<file path="src/logic/mdc_pkg.sv">
// Package: register map, field positions, reset values and shared types of the monitor config bank
package mdc_pkg;

    // ------------------------------------------------------------------
    // Register offsets
    // ------------------------------------------------------------------
    localparam logic [11:0] MDC_OFS_SYNC_GATE_CONTROL   = 12'h100;
    localparam logic [11:0] MDC_OFS_FAST_DETECT_SETUP   = 12'h104;
    localparam logic [11:0] MDC_OFS_UPPER_LIMIT_LOW     = 12'h106;
    localparam logic [11:0] MDC_OFS_UPPER_LIMIT_HIGH    = 12'h107;
    localparam logic [11:0] MDC_OFS_LOWER_LIMIT_LOW     = 12'h108;
    localparam logic [11:0] MDC_OFS_LOWER_LIMIT_HIGH    = 12'h109;
    localparam logic [11:0] MDC_OFS_OFFSET_REMOVAL_CTRL = 12'h10C;
    localparam logic [11:0] MDC_OFS_OFFSET_EST_A_LOW    = 12'h10D;
    localparam logic [11:0] MDC_OFS_OFFSET_EST_A_HIGH   = 12'h10E;
    localparam logic [11:0] MDC_OFS_OFFSET_EST_B_LOW    = 12'h10F;
    localparam logic [11:0] MDC_OFS_OFFSET_EST_B_HIGH   = 12'h110;
    localparam logic [11:0] MDC_OFS_SERIAL_OUT_CONTROL  = 12'h111;
    localparam logic [11:0] MDC_OFS_MONITOR_CONTROL     = 12'h112;
    localparam logic [11:0] MDC_OFS_WINDOW_LEN_0        = 12'h113;
    localparam logic [11:0] MDC_OFS_WINDOW_LEN_1        = 12'h114;
    localparam logic [11:0] MDC_OFS_WINDOW_LEN_2        = 12'h115;
    localparam logic [11:0] MDC_OFS_RESULT_A_0          = 12'h116;
    localparam logic [11:0] MDC_OFS_RESULT_A_1          = 12'h117;

    // ------------------------------------------------------------------
    // Reset values
    // ------------------------------------------------------------------
    localparam logic [7:0] MDC_RST_ZERO        = 8'h00;
    localparam logic [7:0] MDC_RST_SERIAL_OUT  = 8'h04;
    localparam logic [7:0] MDC_RST_WINDOW_LEN0 = 8'h40;

    // ------------------------------------------------------------------
    // Writable-bit masks; reserved bits read as zero
    // ------------------------------------------------------------------
    localparam logic [7:0] MDC_MSK_SYNC       = 8'h87;
    localparam logic [7:0] MDC_MSK_FAST       = 8'h0F;
    localparam logic [7:0] MDC_MSK_LIMIT_HIGH = 8'h1F;
    localparam logic [7:0] MDC_MSK_OFFSET     = 8'h7F;
    localparam logic [7:0] MDC_MSK_SERIAL     = 8'h7F;
    localparam logic [7:0] MDC_MSK_MONITOR    = 8'h8F;
    localparam logic [7:0] MDC_MSK_FULL       = 8'hFF;

    // ------------------------------------------------------------------
    // Field positions
    // ------------------------------------------------------------------
    localparam int MDC_SYNC_MON_EN    = 7;
    localparam int MDC_SYNC_NEXT_ONLY = 2;
    localparam int MDC_SYNC_DIV_EN    = 1;
    localparam int MDC_SYNC_MASTER_EN = 0;
    localparam int MDC_DC_FREEZE      = 6;
    localparam int MDC_DC_BW_LSB      = 2;
    localparam int MDC_DC_PATH_EN     = 1;
    localparam int MDC_DC_MON_EN      = 0;
    localparam int MDC_SO_RMS_EN      = 6;
    localparam int MDC_SO_PEAK_EN     = 5;
    localparam int MDC_SO_CROSS_EN    = 4;
    localparam int MDC_SO_DIV_LSB     = 2;
    localparam int MDC_SO_SLEEP       = 1;
    localparam int MDC_SO_EN          = 0;
    localparam int MDC_MC_COMPLEX     = 7;
    localparam int MDC_MC_MS_MODE     = 3;
    localparam int MDC_MC_MODE_LSB    = 1;
    localparam int MDC_MC_EN          = 0;

    // ------------------------------------------------------------------
    // Serial clock divide codes
    // ------------------------------------------------------------------
    localparam logic [1:0] MDC_DIV_UNDEF = 2'h0;
    localparam logic [1:0] MDC_DIV_BY2   = 2'h1;
    localparam logic [1:0] MDC_DIV_BY4   = 2'h2;
    localparam logic [1:0] MDC_DIV_BY8   = 2'h3;

    // ------------------------------------------------------------------
    // Shared types
    // ------------------------------------------------------------------
    typedef struct packed {
        logic        fastDetectEn;
        logic [2:0]  fastDetectMode;
        logic        dcFreeze;
        logic [3:0]  dcBandwidth;
        logic        dcPathEn;
        logic        dcMonitorEn;
        logic        rmsOutEn;
        logic        peakOutEn;
        logic        crossOutEn;
        logic        serialSleep;
        logic        serialOutEn;
        logic        complexMode;
        logic        msMode;
        logic [1:0]  monitorMode;
        logic        monitorEn;
        logic [23:0] windowLen;
    } mdc_cfg_t;

    typedef struct packed {
        logic [13:0] dcEstA;
        logic [13:0] dcEstB;
        logic [15:0] resultA;
        logic        resultValid;
    } mdc_status_t;

endpackage

</file>
<file path="src/logic/mdc_sync_gate.sv">
// Sync pulse gating toward the signal monitor and the clock divider
`timescale 1ns/10ps
`default_nettype none
module mdc_sync_gate (
    // Clock and reset
    input  wire logic clk,
    input  wire logic rst_n,
    // Sync pin
    input  wire logic syncPin,
    // Enables
    input  wire logic masterEn,
    input  wire logic monitorEn,
    input  wire logic dividerEn,
    input  wire logic nextOnly,
    // Gated pulses
    output logic      monitorSync,
    output logic      dividerSync,
    output logic      dividerAligned
);
    // ------------------------------------------------------------------
    // Pin synchroniser and edge detect
    // ------------------------------------------------------------------
    logic syncMeta_r, syncSafe_r, syncLast_r;
    logic monitorSync_nxt, dividerSync_nxt, dividerAligned_nxt;
    logic syncEdge;

    always_comb begin
        syncEdge           = syncSafe_r & ~syncLast_r;
        monitorSync_nxt    = syncEdge & masterEn & monitorEn;
        dividerSync_nxt    = syncEdge & masterEn & dividerEn;
        dividerAligned_nxt = syncEdge & masterEn & dividerEn & nextOnly;
    end

    always_ff @(posedge clk or negedge rst_n) begin
        if (!rst_n) begin
            syncMeta_r     <= 1'b0;
            syncSafe_r     <= 1'b0;
            syncLast_r     <= 1'b0;
            monitorSync    <= 1'b0;
            dividerSync    <= 1'b0;
            dividerAligned <= 1'b0;
        end else begin
            syncMeta_r     <= syncPin;
            syncSafe_r     <= syncMeta_r;
            syncLast_r     <= syncSafe_r;
            monitorSync    <= monitorSync_nxt;
            dividerSync    <= dividerSync_nxt;
            dividerAligned <= dividerAligned_nxt;
        end
    end
endmodule // mdc_sync_gate
`default_nettype wire

</file>
<file path="src/logic/mdc_clk_div.sv">
// Serial clock divider: one-cycle tick every 2, 4 or 8 input clocks
`timescale 1ns/10ps
`default_nettype none
module mdc_clk_div
    import mdc_pkg::*;
(
    // Clock and reset
    input  wire logic       clk,
    input  wire logic       rst_n,
    // Control
    input  wire logic [1:0] divSel,
    input  wire logic       run,
    // Tick
    output logic            tick
);
    logic [2:0] count_r, count_nxt;
    logic [2:0] last;
    logic       tick_nxt;

    always_comb begin
        case (divSel)
            MDC_DIV_BY2: last = 3'h1;
            MDC_DIV_BY4: last = 3'h3;
            MDC_DIV_BY8: last = 3'h7;
            default:     last = 3'h0;
        endcase
        // Code 00 is undefined: the divider clears its count and never ticks
        if (!run || divSel == MDC_DIV_UNDEF) begin
            count_nxt = 3'h0;
            tick_nxt  = 1'b0;
        end else if (count_r >= last) begin
            count_nxt = 3'h0;
            tick_nxt  = 1'b1;
        end else begin
            count_nxt = count_r + 3'h1;
            tick_nxt  = 1'b0;
        end
    end

    always_ff @(posedge clk or negedge rst_n) begin
        if (!rst_n) begin
            count_r <= 3'h0;
            tick    <= 1'b0;
        end else begin
            count_r <= count_nxt;
            tick    <= tick_nxt;
        end
    end
endmodule // mdc_clk_div
`default_nettype wire

</file>
<file path="src/logic/mdc_regs.sv">
// Monitor, fast-detect and dc-correction configuration and result register bank
`timescale 1ns/10ps
`default_nettype none
module mdc_regs
    import mdc_pkg::*;
(
    // Clock and reset
    input  wire logic                 clk,
    input  wire logic                 rst_n,
    // Register port
    input  wire logic                 regWrEn,
    input  wire logic [11:0]          regAddr,
    input  wire logic [7:0]           regWrData,
    output logic [7:0]                regRdData,
    // Sync pin
    input  wire logic                 syncPin,
    // Datapath inputs
    input  wire logic [12:0]          sampleMag,
    input  wire mdc_pkg::mdc_status_t status,
    // Configuration out
    output mdc_pkg::mdc_cfg_t         cfg,
    // Events out
    output logic                      upperLimitFlag,
    output logic                      lowerLimitFlag,
    output logic                      monitorSync,
    output logic                      dividerSync,
    output logic                      monitorSerialClockTick
);
    // ------------------------------------------------------------------
    // Register state
    // ------------------------------------------------------------------
    logic [7:0]  syncCtrl_r,   syncCtrl_nxt;
    logic [7:0]  fastSetup_r,  fastSetup_nxt;
    logic [7:0]  upperLow_r,   upperLow_nxt;
    logic [7:0]  upperHigh_r,  upperHigh_nxt;
    logic [7:0]  lowerLow_r,   lowerLow_nxt;
    logic [7:0]  lowerHigh_r,  lowerHigh_nxt;
    logic [7:0]  dcCtrl_r,     dcCtrl_nxt;
    logic [7:0]  serialCtrl_r, serialCtrl_nxt;
    logic [7:0]  monCtrl_r,    monCtrl_nxt;
    logic [7:0]  window0_r,    window0_nxt;
    logic [7:0]  window1_r,    window1_nxt;
    logic [7:0]  window2_r,    window2_nxt;
    logic [13:0] dcEstA_r,     dcEstA_nxt;
    logic [13:0] dcEstB_r,     dcEstB_nxt;
    logic [15:0] resultA_r,    resultA_nxt;
    logic [7:0]  regRdData_nxt;
    logic        upperFlag_nxt, lowerFlag_nxt;
    logic        dividerAligned;
    logic        tickRaw;
    logic [12:0] upperLimit, lowerLimit;

    // ------------------------------------------------------------------
    // Sync gating and serial clock divider
    // ------------------------------------------------------------------
    mdc_sync_gate u_sync_gate (
        .clk            (clk),
        .rst_n          (rst_n),
        .syncPin        (syncPin),
        .masterEn       (syncCtrl_r[MDC_SYNC_MASTER_EN]),
        .monitorEn      (syncCtrl_r[MDC_SYNC_MON_EN]),
        .dividerEn      (syncCtrl_r[MDC_SYNC_DIV_EN]),
        .nextOnly       (syncCtrl_r[MDC_SYNC_NEXT_ONLY]),
        .monitorSync    (monitorSync),
        .dividerSync    (dividerSync),
        .dividerAligned (dividerAligned)
    );

    mdc_clk_div u_clk_div (
        .clk    (clk),
        .rst_n  (rst_n),
        .divSel (serialCtrl_r[MDC_SO_DIV_LSB +: 2]),
        .run    (serialCtrl_r[MDC_SO_EN]),
        .tick   (tickRaw)
    );

    // ------------------------------------------------------------------
    // Register writes and hardware updates
    // ------------------------------------------------------------------
    always_comb begin
        syncCtrl_nxt   = syncCtrl_r;
        fastSetup_nxt  = fastSetup_r;
        upperLow_nxt   = upperLow_r;
        upperHigh_nxt  = upperHigh_r;
        lowerLow_nxt   = lowerLow_r;
        lowerHigh_nxt  = lowerHigh_r;
        dcCtrl_nxt     = dcCtrl_r;
        serialCtrl_nxt = serialCtrl_r;
        monCtrl_nxt    = monCtrl_r;
        window0_nxt    = window0_r;
        window1_nxt    = window1_r;
        window2_nxt    = window2_r;
        // Divider aligned once: drop its sync enable so later pulses are ignored
        if (dividerAligned) begin
            syncCtrl_nxt[MDC_SYNC_DIV_EN] = 1'b0;
        end
        // A software write in the same cycle wins over the self-clear
        if (regWrEn) begin
            case (regAddr)
                MDC_OFS_SYNC_GATE_CONTROL:   syncCtrl_nxt   = regWrData & MDC_MSK_SYNC;
                MDC_OFS_FAST_DETECT_SETUP:   fastSetup_nxt  = regWrData & MDC_MSK_FAST;
                MDC_OFS_UPPER_LIMIT_LOW:     upperLow_nxt   = regWrData & MDC_MSK_FULL;
                MDC_OFS_UPPER_LIMIT_HIGH:    upperHigh_nxt  = regWrData & MDC_MSK_LIMIT_HIGH;
                MDC_OFS_LOWER_LIMIT_LOW:     lowerLow_nxt   = regWrData & MDC_MSK_FULL;
                MDC_OFS_LOWER_LIMIT_HIGH:    lowerHigh_nxt  = regWrData & MDC_MSK_LIMIT_HIGH;
                MDC_OFS_OFFSET_REMOVAL_CTRL: dcCtrl_nxt     = regWrData & MDC_MSK_OFFSET;
                MDC_OFS_SERIAL_OUT_CONTROL:  serialCtrl_nxt = regWrData & MDC_MSK_SERIAL;
                MDC_OFS_MONITOR_CONTROL:     monCtrl_nxt    = regWrData & MDC_MSK_MONITOR;
                MDC_OFS_WINDOW_LEN_0:        window0_nxt    = regWrData;
                MDC_OFS_WINDOW_LEN_1:        window1_nxt    = regWrData;
                MDC_OFS_WINDOW_LEN_2:        window2_nxt    = regWrData;
                default: ;
            endcase
        end
    end

    // ------------------------------------------------------------------
    // Result capture
    // ------------------------------------------------------------------
    always_comb begin
        dcEstA_nxt  = dcEstA_r;
        dcEstB_nxt  = dcEstB_r;
        resultA_nxt = resultA_r;
        // Freeze holds the last dc value computed
        if (!dcCtrl_r[MDC_DC_FREEZE]) begin
            dcEstA_nxt = status.dcEstA;
            dcEstB_nxt = status.dcEstB;
        end
        if (status.resultValid) begin
            resultA_nxt = status.resultA;
        end
    end

    // ------------------------------------------------------------------
    // Threshold compare
    // ------------------------------------------------------------------
    always_comb begin
        upperLimit    = {upperHigh_r[4:0], upperLow_r};
        lowerLimit    = {lowerHigh_r[4:0], lowerLow_r};
        upperFlag_nxt = sampleMag > upperLimit;
        lowerFlag_nxt = sampleMag < lowerLimit;
    end

    // ------------------------------------------------------------------
    // Read mux; registered, one cycle after the address
    // ------------------------------------------------------------------
    always_comb begin
        case (regAddr)
            MDC_OFS_SYNC_GATE_CONTROL:   regRdData_nxt = syncCtrl_r;
            MDC_OFS_FAST_DETECT_SETUP:   regRdData_nxt = fastSetup_r;
            MDC_OFS_UPPER_LIMIT_LOW:     regRdData_nxt = upperLow_r;
            MDC_OFS_UPPER_LIMIT_HIGH:    regRdData_nxt = upperHigh_r;
            MDC_OFS_LOWER_LIMIT_LOW:     regRdData_nxt = lowerLow_r;
            MDC_OFS_LOWER_LIMIT_HIGH:    regRdData_nxt = lowerHigh_r;
            MDC_OFS_OFFSET_REMOVAL_CTRL: regRdData_nxt = dcCtrl_r;
            MDC_OFS_OFFSET_EST_A_LOW:    regRdData_nxt = dcEstA_r[7:0];
            MDC_OFS_OFFSET_EST_A_HIGH:   regRdData_nxt = {2'h0, dcEstA_r[13:8]};
            MDC_OFS_OFFSET_EST_B_LOW:    regRdData_nxt = dcEstB_r[7:0];
            MDC_OFS_OFFSET_EST_B_HIGH:   regRdData_nxt = {2'h0, dcEstB_r[13:8]};
            MDC_OFS_SERIAL_OUT_CONTROL:  regRdData_nxt = serialCtrl_r;
            MDC_OFS_MONITOR_CONTROL:     regRdData_nxt = monCtrl_r;
            MDC_OFS_WINDOW_LEN_0:        regRdData_nxt = window0_r;
            MDC_OFS_WINDOW_LEN_1:        regRdData_nxt = window1_r;
            MDC_OFS_WINDOW_LEN_2:        regRdData_nxt = window2_r;
            MDC_OFS_RESULT_A_0:          regRdData_nxt = resultA_r[7:0];
            MDC_OFS_RESULT_A_1:          regRdData_nxt = resultA_r[15:8];
            default:                     regRdData_nxt = 8'h00;
        endcase
    end

    // ------------------------------------------------------------------
    // State registers
    // ------------------------------------------------------------------
    always_ff @(posedge clk or negedge rst_n) begin
        if (!rst_n) begin
            syncCtrl_r             <= MDC_RST_ZERO;
            fastSetup_r            <= MDC_RST_ZERO;
            upperLow_r             <= MDC_RST_ZERO;
            upperHigh_r            <= MDC_RST_ZERO;
            lowerLow_r             <= MDC_RST_ZERO;
            lowerHigh_r            <= MDC_RST_ZERO;
            dcCtrl_r               <= MDC_RST_ZERO;
            serialCtrl_r           <= MDC_RST_SERIAL_OUT;
            monCtrl_r              <= MDC_RST_ZERO;
            window0_r              <= MDC_RST_WINDOW_LEN0;
            window1_r              <= MDC_RST_ZERO;
            window2_r              <= MDC_RST_ZERO;
            dcEstA_r               <= 14'h0000;
            dcEstB_r               <= 14'h0000;
            resultA_r              <= 16'h0000;
            regRdData              <= 8'h00;
            upperLimitFlag         <= 1'b0;
            lowerLimitFlag         <= 1'b0;
            monitorSerialClockTick <= 1'b0;
            cfg                    <= '0;
        end else begin
            syncCtrl_r             <= syncCtrl_nxt;
            fastSetup_r            <= fastSetup_nxt;
            upperLow_r             <= upperLow_nxt;
            upperHigh_r            <= upperHigh_nxt;
            lowerLow_r             <= lowerLow_nxt;
            lowerHigh_r            <= lowerHigh_nxt;
            dcCtrl_r               <= dcCtrl_nxt;
            serialCtrl_r           <= serialCtrl_nxt;
            monCtrl_r              <= monCtrl_nxt;
            window0_r              <= window0_nxt;
            window1_r              <= window1_nxt;
            window2_r              <= window2_nxt;
            dcEstA_r               <= dcEstA_nxt;
            dcEstB_r               <= dcEstB_nxt;
            resultA_r              <= resultA_nxt;
            regRdData              <= regRdData_nxt;
            upperLimitFlag         <= upperFlag_nxt;
            lowerLimitFlag         <= lowerFlag_nxt;
            monitorSerialClockTick <= tickRaw;
            cfg.fastDetectEn       <= fastSetup_nxt[0];
            cfg.fastDetectMode     <= fastSetup_nxt[3:1];
            cfg.dcFreeze           <= dcCtrl_nxt[MDC_DC_FREEZE];
            cfg.dcBandwidth        <= dcCtrl_nxt[MDC_DC_BW_LSB +: 4];
            cfg.dcPathEn           <= dcCtrl_nxt[MDC_DC_PATH_EN];
            cfg.dcMonitorEn        <= dcCtrl_nxt[MDC_DC_MON_EN];
            cfg.rmsOutEn           <= serialCtrl_nxt[MDC_SO_RMS_EN];
            cfg.peakOutEn          <= serialCtrl_nxt[MDC_SO_PEAK_EN];
            cfg.crossOutEn         <= serialCtrl_nxt[MDC_SO_CROSS_EN];
            cfg.serialSleep        <= serialCtrl_nxt[MDC_SO_SLEEP];
            cfg.serialOutEn        <= serialCtrl_nxt[MDC_SO_EN];
            cfg.complexMode        <= monCtrl_nxt[MDC_MC_COMPLEX];
            cfg.msMode             <= monCtrl_nxt[MDC_MC_MS_MODE];
            cfg.monitorMode        <= monCtrl_nxt[MDC_MC_MODE_LSB +: 2];
            cfg.monitorEn          <= monCtrl_nxt[MDC_MC_EN];
            cfg.windowLen          <= {window2_nxt, window1_nxt, window0_nxt};
        end
    end
endmodule // mdc_regs
`default_nettype wire

</file>
<file path="config.mk">
export PLATFORM = sky130hd
export DESIGN_NAME = mdc_regs
export DESIGN_NICKNAME = d
export VERILOG_FILES = /design/src/logic/mdc_pkg.sv /design/src/logic/mdc_sync_gate.sv /design/src/logic/mdc_clk_div.sv /design/src/logic/mdc_regs.sv
export SDC_FILE = /design/constraint.sdc
export NUM_CORES = 1
export LEC_CHECK = 0
export ABC_CLOCK_PERIOD_IN_PS = 3600
export BUFFER_PORTS_ARGS = -buffer_cell sky130_fd_sc_hd__buf_2
export CORE_MARGIN = 1
export CORE_UTILIZATION = 30
export DETAILED_ROUTE_END_ITERATION = 6
export HOLD_SLACK_MARGIN = 0.02
export MAX_ROUTING_LAYER = met4
export PLACE_DENSITY = 0.53
export RECOVER_POWER = 100
export SETUP_SLACK_MARGIN = 0.2
export SLEW_MARGIN = 30
export SYNTH_ARGS = -nofsm -noshare
export SYNTH_HDL_FRONTEND = slang
export SYNTH_SLANG_ARGS = --single-unit
</file>
<file path="constraint.sdc">
create_clock -name clk -period 3.6 [get_ports clk]
set_input_delay 1.08 -clock clk [delete_from_list [all_inputs] [get_ports clk]]
set_output_delay 1.08 -clock clk [all_outputs]
set_load 0.05 [all_outputs]
</file>
==> results.txt <==
* Via count of the first global-routing pass: around 5,700
- RR Endpoint: regRdData[6]
- Slew HR: -0.157
- Area of combinational cells with multiple inputs: between 3000 and 4000 sq um
- After the flow finishes, the layout carries non-filler instances totaling 1,066.
* Maximum vdd ir drop: 0.000296 V
- The first routing iteration left ~380 violations.
* Area share of the largest cell type after synthesis: 0.485
- Input and output buffers added on the ports amount to about 140.
- Yosys instantiated no cell more often than dfrtp_1.
* Worst EP arrival: 3390 ps
* Number of buffers inserted by post-CTS setup repair: 0
- Row cnt: 56
- In this run the vertical extent of the chip is approximately 160 microns.
* Util after Layout: 0.371
* Register bit total from synthesis: between 100 and 150
* Max-cap viol count: 2
- Transition time at the pin with the least slew margin: 1740 ps
- Min-delay src: u_sync_gate.syncMeta_r
- Post-synthesis instance area: around 7300 sq um
- Status: finished, violations left
- The number of antenna violations at the first check in global routing came to 0.
- Leakage: 0.00394 uW
- F_max: 325 MHz
- Final weighted congestion in routability-driven placement: 0.898
- The floorplan step defined a die boundary enclosing 24,900 sq um.
- TritonCTS clock tree: built
- Summing internal, switching and leakage power gives 3860 uW.
* Clk_skew: about 10 ps
* Via Count: 5,474
- In this run, distinct cell masters in the synthesized netlist total approximately 70.
- For this design, the sink count on the clock tree is between 100 and 150.
* Power Dens Cells: around 440 nW/um^2
* Clock-pin slew of the registers on the worst-case setup and hold paths: 60 ps
- Detail Route Antenna Nets: 0
- # setup viols final: 0
* Hold/Removal Path Class: reg -> reg
* Global-route total usage across every layer: 0.208
* Die Span X: 158 microns
* Largest driver fanout on the critical path: 8
* Number of nets produced by synthesis: 710
- Subtracting the final worst setup slack from the clock period gives slightly above 3000 ps.
- Counting flops with a built-in enable in the synthesized netlist gives 0.
- The core region is between 20,000 and 25,000 sq um.
- Total length of routed wires: 23,800 microns
- Entering global routing, the biggest net connects 61 pins.
- Number of diodes: 0
- The first global-routing pass estimated 36,100 microns of wire.
- Dividing the detail-routed wire length by the instance count gives 22.4 microns.
- Of the available clock period, the critical path in the final layout requires 0.856.
* Synth area leader: dfrtp_1
- Number of cell instances on the worst register-to-register path: 5
* Number of cells upsized or downsized after cts: 0
- Counting tap cells, the placed design contains a total of 1,034 instances.
- Top cells by count, synth: dfrtp_1, mux2_2, nand2_1
* Sum of net half-perimeters after detailed placement: 18,000 microns
- CP endpoint kind: register
- In the final layout, the share of cells above drive strength 1 is 0.339.
* Worst reg2reg path startpoint: dcCtrl_r[6]
- Gate count after technology mapping: 599
* Sum of negative setup slack: 0 ps
- Buffer levels on the longest clock path: 2
- In this run the count of I/O pins placed on the die edge is 140.
- Setup slack of the most critical reg-to-reg path: about 1000 ps
- Number of cells traversed by the worst hold path: 0
- By area the synthesized netlist is led by dfrtp_1, mux2_2, ha_1, mux2i_1, nand2_1.
- Endpoint, Worst Hold: u_sync_gate.syncSafe_r
* Layout net count: 845
* Number of buffers added to fix hold violations after cts: 0
- The final reports fail on max-capacitance violations, max-slew violations.
- FF/Latch Area: roughly 3600 sq um
- Detailed-route vias per instance: between 5 and 6
- Clock Root Buffer: clkbuf_16
- Final-layout fill cell count: 2,418
* Minimum setup slack in the final design: 519 ps
- Final max-slew violation count: 92
- Setup repair after global routing left no endpoint under its margin.
- Part of the Yosys area used for sequential elements: 0.492
- For this run, design rule violations remaining after detail routing come to 0.
- Count of synthesis-stage warnings from yosys: 0
* Aggregate global routing overflow: 0
* Number of endpoints with negative hold slack in the final report: 0
- STA classifies the critical path startpoint as an input port.
- Average footprint of a synthesized cell: between 10 and 15 sq um
- By startpoint and endpoint, the worst setup path is classified as in -> reg.
* First drt pass iteration count: 6
- Of all flip-flops after synthesis, the portion carrying an async set or reset was 1.00.
- At the placement stage, the worst setup path has a slack of 378 ps.
- Among all flip-flop cells after synthesis, the most frequent one is dfrtp_1.
- Data on the critical path is required at its endpoint by just under 4000 ps.
* H-Tree Level Count: 4
- Clock insertion delay at the later pin of the skew report: 430 ps
- Compared with the post-synthesis result, the final layout area differs by 20.3%.
- Initial cell density of the core: 0.308
- The number of clock buffers added by TritonCTS is 17.
[area by class of cell]
cell class / instances / share of cell area
Sequential cell: 143 / 0.409
Multi-Input combinational cell: 387 / 0.379
Timing Repair Buffer: 155 / 0.0833
Clock buffer: 19 / 0.0494
Tap cell: 319 / 0.0456
Clock inverter: 13 / 0.0213
Inverter: 30 / 0.0129
[through the flow]
step | hold slack, ps | area [sq um]
2_1_floorplan | 331 | 7280
3_3_place_gp | 334 | 8300
3_5_place_dp | 336 | 8300
4_1_cts | 350 | 8920
5_1_grt | 365 | 8760
6_report | 348 | 8760
[metal layers]
| layer | vias up | track usage | wire length, microns |
|---|---|---|---|
| met3 | 16 | 0.0435 | 1250 |
| met1 | 2816 | 0.280 | 11200 |
| met5 | - | - | 0 |
| li1 | 2467 | - | - |
| met4 | 0 | 0.0550 | 304 |
| met2 | 175 | 0.317 | 11100 |
[cell families (layout without fill, tap and decap cells)]
family / after synthesis / count (layout) / share of synthesized area
DFF: 143 / 143 / 0.492
adders and majority gates: 29 / 29 / 0.0498
xor gates and xnor gates: 1 / 1 / 0.00120
buffers and inverters: 69 / 217 / 0.0448
AOI/OAI and AO/OA: 93 / 93 / 0.0926
muxes: 134 / 134 / 0.210
and+or+nand+nor: 130 / 130 / 0.110
[where the power goes]
| group | internal, uW | switching, uW | total (uW) |
|---|---|---|---|
| clock | 1160 | 729 | 1890 |
| sequential | 1650 | 29.1 | 1680 |
| combinational | 110 | 178 | 288 |
| total | 2920 | 936 | 3860 |
[placed cells by master, fill, tap and decap left out, types with 14 or more instances in the layout]
master       n
clkbuf_16   17
nand2_1     33
dfrtp_1    141
a21oi_1     16
clkbuf_1    65
o21ai_0     14
nor2_1      17
mux2_2     115
ha_1        29
inv_1       30
buf_2       77
[critical path, stage by stage]
cell and delay [ps]:
buf_2 100, nor4b_1 740, clkbuf_1 430, nand2_1 300, nor2_4 360, mux2_2 380
[worst max path at each step]
stage,startpoint,endpoint,slack [ps],cells past startpoint
floorplan,regAddr[5],cfg[15],860,6
global placement,regAddr[8],regRdData[2],350,8
detailed placement,regAddr[9],regRdData[3],380,5
CTS,regAddr[9],regRdData[3],820,5
global route,rst_n,u_clk_div.count_r[0],370,2
finish,regAddr[9],window2_r[5],520,6
[registers in the layout, indices dropped and copies added, names as in the netlist, 8 cells and up]
register / flops
cfg: 10
upperLow_r: 8
dcEstA_r: 14
regRdData: 8
resultA_r: 16
lowerLow_r: 8
dcEstB_r: 14
No activity file was read; power rests on OpenSTA's default activity.
